--- config.mk ---
export PLATFORM = sky130hd
export DESIGN_NAME = serial_channel_clock_mode_setup
export DESIGN_NICKNAME = d
export VERILOG_FILES = /design/src/common/serial_cfg_pkg.sv /design/src/common/prescale_if.sv /design/src/core/clock_prescaler.sv /design/src/core/serial_channel_clock_mode_setup.sv
export SDC_FILE = /design/constraint.sdc
export NUM_CORES = 1
export LEC_CHECK = 0
export ABC_AREA = 1
export ABC_CLOCK_PERIOD_IN_PS = 2700
export BUFFER_PORTS_ARGS = -buffer_cell sky130_fd_sc_hd__buf_4
export CAP_MARGIN = 15
export CORE_MARGIN = 2
export CORE_UTILIZATION = 24
export DETAILED_ROUTE_END_ITERATION = 10
export SETUP_SLACK_MARGIN = 0.2
export SKIP_CTS_REPAIR_TIMING = 1
export SLEW_MARGIN = 20
export SYNTH_ARGS = -nofsm -noshare
export SYNTH_HDL_FRONTEND = slang
export SYNTH_HIERARCHICAL = 1
export SYNTH_SLANG_ARGS = --single-unit
--- constraint.sdc ---
create_clock -name ref_clk -period 2.7 [get_ports ref_clk]
set_input_delay 0.405 -clock ref_clk [delete_from_list [all_inputs] [get_ports ref_clk]]
set_output_delay 0.405 -clock ref_clk [all_outputs]
set_load 0.02 [all_outputs]
--- src/common/serial_cfg_pkg.sv ---
// Package for the serial unit clock and channel 0 mode setup block.
// Assumes a single ref_clk domain and a plain strobe register port.
package serial_cfg_pkg;
    // ----------------------------------------------------------------
    // Register port
    // ----------------------------------------------------------------
    localparam int         DATA_W          = 16;
    localparam int         ADDR_W          = 3;
    localparam logic [2:0] OFF_PER         = 3'h0;
    localparam logic [2:0] OFF_SPS         = 3'h1;
    localparam logic [2:0] OFF_SMR         = 3'h2;
    localparam logic [2:0] OFF_DIV         = 3'h3;
    localparam logic [2:0] OFF_STATUS      = 3'h4;
    localparam logic [2:0] OFF_MASK        = 3'h5;
    localparam logic [2:0] OFF_CMD         = 3'h6;
    localparam logic [2:0] OFF_STATE       = 3'h7;
    // ----------------------------------------------------------------
    // Field layouts
    // ----------------------------------------------------------------
    localparam int         PER_W           = 8;
    localparam int         PER_UNIT_EN     = 2;
    localparam int         SPS_USED_W      = 8;
    localparam int         PRS_W           = 4;
    localparam int         PRS_A_LSB       = 0;
    localparam int         PRS_B_LSB       = 4;
    localparam int         PRE_W           = 15;
    localparam int         SMR_CKS         = 15;
    localparam int         SMR_CCS         = 14;
    localparam int         SMR_STS         = 8;
    localparam int         SMR_MD_HI       = 2;
    localparam int         SMR_MD_LO       = 1;
    localparam int         SMR_IRQ_SRC     = 0;
    localparam int         DIV_LSB         = 9;
    localparam int         DIV_W           = 7;
    localparam int         CMD_START       = 0;
    localparam int         IRQ_W           = 3;
    localparam int         IRQ_CHANNEL     = 0;
    localparam int         IRQ_START       = 1;
    localparam int         IRQ_MODE_ERR    = 2;
    // ----------------------------------------------------------------
    // Modes and reset values
    // ----------------------------------------------------------------
    localparam logic [1:0] MODE_CSI        = 2'h0;
    localparam logic [1:0] MODE_UART       = 2'h1;
    localparam logic [1:0] MODE_I2C        = 2'h2;
    localparam logic [1:0] MODE_BAD        = 2'h3;
    localparam logic [7:0] RST_PER         = 8'h00;
    localparam logic [7:0] RST_SPS         = 8'h00;
    localparam logic [15:0] RST_SMR        = 16'h0020;
    localparam logic [6:0] RST_DIV         = 7'h00;

    typedef enum logic [0:0] {
        CH_IDLE = 1'b0,
        CH_BUSY = 1'b1
    } channel_state_t;

    // Ones in the low f bits: a tick every 2^f cycles.
    function automatic logic [PRE_W-1:0] low_mask(input logic [PRS_W-1:0] f);
        logic [15:0] m;
        m = (16'h0001 << f) - 16'h0001;
        return m[PRE_W-1:0];
    endfunction
endpackage

--- src/common/prescale_if.sv ---
// Interface between the channel setup logic and the prescaler.
// Assumes both ends run on the same ref_clk.
`timescale 1ns/1ps
interface prescale_if;
    logic       enable;
    logic [3:0] field_a;
    logic [3:0] field_b;
    logic       tick_a;
    logic       tick_b;
    modport provider (input enable, input field_a, input field_b,
                      output tick_a, output tick_b);
    modport consumer (output enable, output field_a, output field_b,
                      input tick_a, input tick_b);
endinterface

--- src/core/clock_prescaler.sv ---
// Prescaler making two power-of-two tick streams from ref_clk.
// Assumes enable, field_a and field_b come from logic on ref_clk.
`timescale 1ns/1ps
module clock_prescaler
    import serial_cfg_pkg::*;
(
    // Clock and reset
    input wire logic          ref_clk,
    input wire logic          rst,
    // Tick port
    prescale_if.provider      pif
);
    typedef struct packed {
        logic [PRE_W-1:0] count;
    } pre_state_t;

    pre_state_t st;
    pre_state_t next_st;

    // ----------------------------------------------------------------
    // Divider chain
    // ----------------------------------------------------------------
    // The chain is held at zero while the unit clock is off, so a new
    // setting starts from a known phase.
    always_comb begin
        next_st = st;
        if (pif.enable) begin
            next_st.count = st.count + 15'h0001;
        end else begin
            next_st.count = '0;
        end
    end

    assign pif.tick_a = pif.enable &&
        ((st.count & low_mask(pif.field_a)) == low_mask(pif.field_a));
    assign pif.tick_b = pif.enable &&
        ((st.count & low_mask(pif.field_b)) == low_mask(pif.field_b));

    always_ff @(posedge ref_clk or posedge rst) begin
        if (rst) begin
            st <= '0;
        end else begin
            st <= next_st;
        end
    end
endmodule // clock_prescaler

--- src/core/serial_channel_clock_mode_setup.sv ---
// Serial unit clock gate, prescaler control and channel 0 mode setup.
// Assumes a same-clock register master and asynchronous sck and rxd pins.
`timescale 1ns/1ps
module serial_channel_clock_mode_setup
    import serial_cfg_pkg::*;
(
    // Clock and reset
    input  wire logic              ref_clk,
    input  wire logic              rst,
    // Register port
    input  wire logic [ADDR_W-1:0] addr,
    input  wire logic [DATA_W-1:0] wr_data,
    input  wire logic              wr_en,
    input  wire logic              rd_en,
    output wire logic [DATA_W-1:0] rd_data,
    // Pins
    input  wire logic              sck_in,
    input  wire logic              rxd_in,
    // Shift datapath events
    input  wire logic              transfer_done,
    input  wire logic              buffer_empty,
    // Clocking and mode outputs
    output wire logic              unit_clock_active,
    output wire logic              operation_tick,
    output wire logic              transfer_clock,
    output wire logic              transfer_edge,
    output wire logic              transfer_start,
    output wire logic              channel_busy,
    output wire logic [1:0]        protocol_mode,
    output wire logic              mode_csi,
    output wire logic              mode_uart,
    output wire logic              mode_i2c,
    output wire logic              start_on_rx_edge,
    // Interrupts
    output wire logic              channel_event,
    output wire logic              irq
);
    typedef struct packed {
        logic [PER_W-1:0]      per;
        logic [SPS_USED_W-1:0] sps;
        logic [DATA_W-1:0]     smr;
        logic [DIV_W-1:0]      div;
        logic [IRQ_W-1:0]      status;
        logic [IRQ_W-1:0]      mask;
        logic [DATA_W-1:0]     rd_data;
        logic                  sck_s1;
        logic                  sck_s2;
        logic                  sck_s3;
        logic                  sck_level;
        logic                  rxd_s1;
        logic                  rxd_s2;
        logic                  rxd_s3;
        logic                  rxd_level;
        logic [DIV_W-1:0]      half_cnt;
        logic                  transfer_clock;
        logic                  transfer_edge;
        logic                  op_tick;
        logic                  start;
        channel_state_t        ch_state;
        logic                  channel_event;
        logic                  irq;
        logic                  mode_csi;
        logic                  mode_uart;
        logic                  mode_i2c;
    } setup_state_t;

    setup_state_t st;
    setup_state_t next_st;
    prescale_if   pif ();

    logic             unit_on;
    logic             mck_tick;
    logic             rx_fall;
    logic             sw_start;
    logic             trigger;
    logic             ch_ev;
    logic             mode_err;
    logic [IRQ_W-1:0] events;

    // ----------------------------------------------------------------
    // Prescaler
    // ----------------------------------------------------------------
    assign pif.enable  = st.per[PER_UNIT_EN];
    assign pif.field_a = st.sps[PRS_A_LSB +: PRS_W];
    assign pif.field_b = st.sps[PRS_B_LSB +: PRS_W];

    clock_prescaler u_prescaler (
        .ref_clk (ref_clk),
        .rst     (rst),
        .pif     (pif)
    );

    // ----------------------------------------------------------------
    // Next state
    // ----------------------------------------------------------------
    always_comb begin
        next_st  = st;
        unit_on  = st.per[PER_UNIT_EN];
        mck_tick = unit_on &&
            (st.smr[SMR_CKS] ? pif.tick_b : pif.tick_a);
        sw_start = wr_en && (addr == OFF_CMD) && wr_data[CMD_START];
        mode_err = wr_en && (addr == OFF_SMR) &&
            (wr_data[SMR_MD_HI:SMR_MD_LO] == MODE_BAD);
        next_st.op_tick = mck_tick;

        // Pin synchronisers: a change counts once stages two and three agree.
        next_st.sck_s1 = sck_in;
        next_st.sck_s2 = st.sck_s1;
        next_st.sck_s3 = st.sck_s2;
        if (st.sck_s2 == st.sck_s3) begin
            next_st.sck_level = st.sck_s3;
        end
        next_st.rxd_s1 = rxd_in;
        next_st.rxd_s2 = st.rxd_s1;
        next_st.rxd_s3 = st.rxd_s2;
        rx_fall = 1'b0;
        if (st.rxd_s2 == st.rxd_s3) begin
            next_st.rxd_level = st.rxd_s3;
            rx_fall = st.rxd_level && !st.rxd_s3;
        end

        // Transfer clock; it freezes while the unit clock is stopped.
        next_st.transfer_edge = 1'b0;
        if (!unit_on) begin
            next_st.half_cnt = '0;
        end else if (st.smr[SMR_CCS]) begin
            next_st.transfer_clock = st.sck_level;
            next_st.transfer_edge  = st.sck_level && !st.transfer_clock;
            next_st.half_cnt       = '0;
        end else if (mck_tick) begin
            if (st.half_cnt >= st.div) begin
                next_st.half_cnt       = '0;
                next_st.transfer_clock = !st.transfer_clock;
                next_st.transfer_edge  = !st.transfer_clock;
            end else begin
                next_st.half_cnt = st.half_cnt + 7'h01;
            end
        end

        // Start trigger and channel activity.
        trigger = unit_on && (st.ch_state == CH_IDLE) &&
            (st.smr[SMR_STS] ? rx_fall : sw_start);
        next_st.start = trigger;
        case (st.ch_state)
            CH_IDLE: begin
                if (trigger) begin
                    next_st.ch_state = CH_BUSY;
                end
            end
            CH_BUSY: begin
                if (transfer_done || !unit_on) begin
                    next_st.ch_state = CH_IDLE;
                end
            end
            default: begin
                next_st.ch_state = CH_IDLE;
            end
        endcase

        // Interrupt source and sticky status; a new event beats the read clear.
        ch_ev = unit_on &&
            (st.smr[SMR_IRQ_SRC] ? buffer_empty : transfer_done);
        next_st.channel_event = ch_ev;
        events = '0;
        events[IRQ_CHANNEL]  = ch_ev;
        events[IRQ_START]    = trigger;
        events[IRQ_MODE_ERR] = mode_err;
        if (rd_en && (addr == OFF_STATUS)) begin
            next_st.status = events;
        end else begin
            next_st.status = st.status | events;
        end

        // Register writes.
        if (wr_en) begin
            case (addr)
                OFF_PER:  next_st.per  = wr_data[PER_W-1:0];
                OFF_SPS:  next_st.sps  = wr_data[SPS_USED_W-1:0];
                OFF_SMR:  next_st.smr  = wr_data;
                OFF_DIV:  next_st.div  = wr_data[DIV_LSB +: DIV_W];
                OFF_MASK: next_st.mask = wr_data[IRQ_W-1:0];
                default:  next_st.per  = st.per;
            endcase
        end
        next_st.mode_csi  = next_st.smr[SMR_MD_HI:SMR_MD_LO] == MODE_CSI;
        next_st.mode_uart = next_st.smr[SMR_MD_HI:SMR_MD_LO] == MODE_UART;
        next_st.mode_i2c  = next_st.smr[SMR_MD_HI:SMR_MD_LO] == MODE_I2C;
        next_st.irq       = |(next_st.status & next_st.mask);

        // Register reads; the data stand one cycle after the strobe only.
        next_st.rd_data = '0;
        if (rd_en) begin
            case (addr)
                OFF_PER:    next_st.rd_data[PER_W-1:0]      = st.per;
                OFF_SPS:    next_st.rd_data[SPS_USED_W-1:0] = st.sps;
                OFF_SMR:    next_st.rd_data                 = st.smr;
                OFF_DIV:    next_st.rd_data[DIV_LSB +: DIV_W] = st.div;
                OFF_STATUS: next_st.rd_data[IRQ_W-1:0]      = st.status;
                OFF_MASK:   next_st.rd_data[IRQ_W-1:0]      = st.mask;
                OFF_STATE:  next_st.rd_data[2:0] = {st.sck_level, st.transfer_clock,
                                                    st.ch_state == CH_BUSY};
                default:    next_st.rd_data = '0;
            endcase
        end
    end

    always_ff @(posedge ref_clk or posedge rst) begin
        if (rst) begin
            st          <= '0;
            st.per      <= RST_PER;
            st.sps      <= RST_SPS;
            st.smr      <= RST_SMR;
            st.div      <= RST_DIV;
            st.ch_state <= CH_IDLE;
            st.mode_csi <= 1'b1;
            st.sck_s1   <= 1'b1;
            st.sck_s2   <= 1'b1;
            st.sck_s3   <= 1'b1;
            st.sck_level <= 1'b1;
            st.rxd_s1   <= 1'b1;
            st.rxd_s2   <= 1'b1;
            st.rxd_s3   <= 1'b1;
            st.rxd_level <= 1'b1;
        end else begin
            st <= next_st;
        end
    end

    // ----------------------------------------------------------------
    // Outputs
    // ----------------------------------------------------------------
    assign rd_data           = st.rd_data;
    assign unit_clock_active = st.per[PER_UNIT_EN];
    assign operation_tick    = st.op_tick;
    assign transfer_clock    = st.transfer_clock;
    assign transfer_edge     = st.transfer_edge;
    assign transfer_start    = st.start;
    assign channel_busy      = st.ch_state == CH_BUSY;
    assign protocol_mode     = st.smr[SMR_MD_HI:SMR_MD_LO];
    assign mode_csi          = st.mode_csi;
    assign mode_uart         = st.mode_uart;
    assign mode_i2c          = st.mode_i2c;
    assign start_on_rx_edge  = st.smr[SMR_STS];
    assign channel_event     = st.channel_event;
    assign irq               = st.irq;
endmodule // serial_channel_clock_mode_setup

After elaboration in Yosys (flattened, before gate mapping)

Cells that the tools add are included.
W data, S select, Z words.

Bitwise logic cells: 5
Shifts and indexed selects: 2
Add/sub/neg operators: 4
Order comparisons: 1
Equality and inequality tests: 15
Reduce and logical (&&, ||, !) cells: 27
Mux-type cells: 25

Operators with widths:

| operator                | count |
|---|---|
| $and A15 B15 Y15        | 2 |
| $eq A15 B15 Y1          | 2 |
| $shl A1 B4 Y15 const A  | 2 |
| $sub A15 B1 Y15 const B | 2 |
| $mux W7                 | 3 |
| $mux W9                 | 2 |
| $pmux W3 S6             | 1 |
| $mux W16                | 1 |
| $add A15 B1 Y15 const B | 1 |
| $mux W15                | 1 |
| $pmux W5 S3             | 1 |
| $pmux W7 S2             | 1 |
| $logic_and A1 B1 Y1     | 13 |
| $eq A3 B3 Y1 const B    | 4 |
| $mux W3                 | 4 |
| $mux W10                | 1 |
| $mux W1                 | 8 |
| $reduce_and A2 Y1       | 4 |
| $add A7 B1 Y7 const B   | 1 |
| $ge A7 B7 Y1            | 1 |
| $eq A3 B2 Y1 const B    | 2 |
| $eq A2 B2 Y1 const B    | 2 |
| $reduce_bool A2 Y1      | 2 |
| $and A3 B3 Y3           | 1 |
| other kinds (14)        | 17 |

Register bits: 101
Output and inout bits: 30

Longest topological paths before layout

Depth in word-level cells: 10
Mapped depth: 20
Depth with buffers taken out: 19

Hierarchy

Netlist, hierarchy kept.

Modules (own cells, without submodules):

| module                          | seq. area each (µm²) | times used | area an instance (µm²) | cells each |
|---|---|---|---|---|
| serial_channel_clock_mode_setup | 2164.6               | 1          | 4005.1                 | 454 |
| clock_prescaler                 | 375.4                | 1          | 1442.6                 | 242 |

Worst setup path before layout

No wires, ideal clock.

Kind: flip-flop to flip-flop
Start point: reg st, in the netlist pif.field_a[3]
End point: reg st, in the netlist transfer_clock
Data arrival time: 2029 ps
Period minus slack after synthesis: 2145 ps
Slack: 555 ps
Path buffers: 2
Cell stages (with the launch flop): 18
Path through: dfrtp_1 buf_2 nor2_4 nand3_1 ha_1 clkbuf_1 a21oi_1 nor2_1 nor2_1 nand3_1 nor2_1 nor2_1 nor2_1 nand2_1 a21oi_1 nand2_1 nand2_1 nand2_1

Word-level cells in the longest chain between the ends: 9

Ends and longest elaborated chain:

| what                             | RTL line                               | source |
|---|---|---|
| start: declaration               | serial_channel_clock_mode_setup.sv:67  | `setup_state_t st;` |
| start signal: assignment         | serial_channel_clock_mode_setup.sv:225 | `st <= next_st;` |
| $shl A1 B4 Y15 (*)               | serial_cfg_pkg.sv:60                   | `m = (16'h0001 << f) - 16'h0001;` |
| $sub A15 B1 Y15 (*)              | serial_cfg_pkg.sv:60                   |  |
| $and A15 B15 Y15                 | clock_prescaler.sv:35                  | `((st.count & low_mask(pif.field_a)) == low_mask(pif.field_a));` |
| $eq A15 B15 Y1 (*)               | clock_prescaler.sv:35                  |  |
| $logic_and A1 B1 Y1 (*)          | clock_prescaler.sv:34                  | `assign pif.tick_a = pif.enable &&` |
| net pif.tick_a                   | prescale_if.sv:8                       | `logic tick_a;` |
| $mux W1 (*)                      | serial_channel_clock_mode_setup.sv:100 | `(st.smr[SMR_CKS] ? pif.tick_b : pif.tick_a);` |
| $logic_and A1 B1 Y1 (*)          | serial_channel_clock_mode_setup.sv:99  | `mck_tick = unit_on &&` |
| $reduce_bool A2 Y1 (no line) (*) | n/a                                    |  |
| $reduce_and A3 Y1 (no line) (*)  | n/a                                    |  |

The timed path passes the listed nets; every way through them passes the cells marked *.
A chain may end at the register's enable or synchronous reset.

Worst setup path after layout

Start point: reg st, in the netlist pif.field_a[2]
End point: reg st, in the netlist transfer_clock

The elaborated chain is that of the path after synthesis.

==> impl_metrics.toml <==
[synthesis]
avgSynthCellArea_um2 = 7.83
postSynth.asyncResetShare_pct = 100
synth_edf_count = 0
synth-seq-area-share_pct = 46.6
ys_ff_latch = 101
post-synth-top-count-cell = "nand2_1"
synth_commonest_cells = "nand2_1 (211), dfrtp_1 (91), inv_1 (89)"
synthDistinctLibCells = 36
synth_top_cell_by_area = "dfrtp_1"
yosys.area.top_type_share_pct = 41.8
synthTopCellsByArea = "dfrtp_1 (42%), nand2_1 (15%), inv_1 (6.1%), nand3_1 (5.0%), dfstp_2 (4.8%)"
syn_inst = 696
synth_flop_cell = "dfrtp_1"
synth_fp_nets = 734
yosysWarningCount = 6
synthesis.area_um2 = 5450

[die]
design.core.area_um2 = 22400
start_util_pct = 24.3
die_x_um = 155
rows = 55
pin_count = 57
dieArea_um2 = 23900
die_y_um = 155

[final_layout]
antennaDiodeCount = 0
fin_nets = 783
final.fill_count = 2439
drive_above_1_share_pct = 20.5
area_growth_syn_to_layout_pct = 17.7
seqCellArea_um2 = 2540
multi_input_area_um2 = 2300

[cts]
cts_buffer_depth = 2
htree_levels = 3
cts_buffers = 9
clkSinkCount = 101
insertion_delay_ps = 350
clk_pin_slew_ps = 70
cts_root_buf = "clkbuf_16"
cts_tree = "built"

[global_route]
grtUsageTotal_pct = 11.7
grt_max_degree = 35
grt_pass1_wl_um = 22300
grt_pass1_vias = 4447
antenna_found_initial = 0
grt-ovfl-total = 0

[routing]
drc_errors = 0
antenna_left = 0
vias = 4496
drtIter0Drc = 339
vias_per_cell = 4.34
wl_per_cell_um = 13.0
firstDrtPassIters = 5
wirelength_um = 13400

[timing]
hold_viol = 0
fmaxAchievable_ghz = 0.438
period_share_pct = 84.5
maxSlewHeadroom_pct = 47.5
rsz0062_at_grt = "false"
min_period_ps = 2280
fin_skew_ps = 4.96
final-setup-viol-count = 0
holdWs_ps = 132
fin_tns_setup_ps = 0
tightest_slew_ps = 786
slew_violations = 0

[pwr]
power.leakage_uw = 0.00323
power_density_nw_per_um2 = 647
ir_drop_uv = 269

[hold_path]
hold_path_class = "primary input to asynchronous set/reset pin"

[critical_path]
cp_max_fo = 6
crit_path_top_delay_cell = "dfrtp_1"
crit_path_start = "pif.field_a[2]$_DFFE_PP0P_"
cp-start-kind = "flip-flop"
crit_required_ps = 3000
cp-end-kind = "flip-flop"
worst_r2r_startpoint = "pif.field_a[2]$_DFFE_PP0P_"
arrival_ps = 2580
path_cells = "nor2_4 > nand3_1 > ha_2 > o21ai_0 > nor2_1 > nand3_1 > nor2_1 > nand3_1 > nor2_1 > nor2_1 > nor2_1 > nand2_1 > a21oi_1 > nand2_1 > inv_1 > nand2_1 > nand2_1"
cp_common_cell = "nor2_1"
critPathMaxStageDelay_ps = 410
worstSetupPathType = "flip-flop to flip-flop"

[run_status]
status = "complete, no violations"

[placement]
dp.final_hpwl_um = 10000
place_congestion = 0.843
portBuffers = 56

[flow_run]
maxCapViolCount = 0
-- worst max-delay path, delay by kind of cell, from the launching register on --
family,cells,cell delay (ps)
fa+ha+maj,1,320
compound gates,2,210
simple gates,13,1230
flops,1,410
buf+inv,1,60
-- cells in the final DEF (no fill, tap or decap), types with 3 or more instances in the layout --
| cell type | Yosys | routed |
|---|---|---|
| nand4_1 | 5 | 5 |
| o21ai_2 | 17 | 17 |
| nor2_1 | 53 | 52 |
| nor2_4 | 6 | 7 |
| nand2_1 | 211 | 211 |
| inv_1 | 89 | 85 |
| nand3_1 | 54 | 54 |
| ha_1 | 11 | 10 |
| buf_4 | 21 | 70 |
| nor3_1 | 8 | 8 |
| a21oi_1 | 22 | 22 |
| nand2_2 | 4 | 4 |
| clkinvlp_4 | 0 | 4 |
| dfstp_2 | 10 | 10 |
| o21ai_0 | 31 | 31 |
| xor2_1 | 8 | 8 |
| dfrtp_1 | 91 | 87 |
| dfrtp_2 | 0 | 4 |
| inv_2 | 6 | 9 |
| o21ai_1 | 16 | 16 |
| nor3_2 | 3 | 3 |
| clkbuf_16 | 0 | 9 |
-- report_power, final --
group,switching (uW),internal (uW)
Clock,609,638
Combinational,629,397
Sequential,159,1720
Total,1400,2750
-- per-layer routing --
metal	track usage [%]	up-vias	wire [um]
li1	-	2273	-
met1	15.4	2128	6190
met2	19.1	83	6320
met3	2.80	12	700
met4	3.70	0	195
met5	0	-	0
-- stage by stage --
stage / util (%) / instance area, um2 / instances / setup slack [ps] / power [uW]
floorplan: - / 5450 / 696 / 555 / 2580
global placement: 27.0 / 6050 / 1011 / 435 / 2870
detailed placement: 27.0 / 6050 / 1011 / 369 / 2890
CTS: 28.2 / 6330 / 1027 / 354 / 4150
global route: 28.6 / 6410 / 1035 / 220 / 4430
finish: 28.6 / 6410 / 1035 / 417 / 4150
-- final timing paths --
kind | to | slack, ps | cells after the start
setup / recovery | transfer_clock$_DFFE_PP0P_ | 420 | 17
max in group asynchronous | st[21]$_DFFE_PP1N_ | 1810 | 3
min in group ref_clk | next_st[19]$_DFF_PP1_ | 150 | 1
hold / removal | u_prescaler/st[10]$_DFF_PP0_ | 130 | 2
setup reg to reg | transfer_clock$_DFFE_PP0P_ | 420 | 17
hold reg to reg | next_st[18]$_DFF_PP1_ | 360 | 0
-- state kept, by name, indices dropped and copies added, names as in the netlist --
| signal | count |
|---|---|
| unit_clock_active | 1 |
| st | 44 |
| irq | 1 |
| pif.field_a | 4 |
| rd_data | 16 |
| mode_uart | 1 |
| mode_i2c | 1 |
| channel_busy | 1 |
| transfer_edge | 1 |
| u_prescaler/st | 15 |
| transfer_start | 1 |
| operation_tick | 1 |
| pif.field_b | 4 |
| protocol_mode | 2 |
| start_on_rx_edge | 1 |
| next_st | 4 |
| channel_event | 1 |
| transfer_clock | 1 |
| mode_csi | 1 |
-- kinds of logic (layout without fill, tap and decap cells) --
logic type | count (synthesis) | after routing | synth area share [%]
buf+inv | 131 | 185 | 11.3
compound gates | 89 | 89 | 9.46
fa+ha+maj | 13 | 13 | 2.89
xor+xnor | 8 | 8 | 1.29
flops | 101 | 101 | 46.6
simple gates | 354 | 354 | 28.4
-- cell type report --
type                    instances  share of cell area, %
clock inverters                 7                  0.898
repair buffers                 71                   8.51
well taps                     285                   5.56
multi-input cells             464                   35.9
clock buffers                   9                   3.51
inverters                      98                   5.89
flip-flops and latches        101                   39.7
No activity file was read; power rests on OpenSTA's default activity.
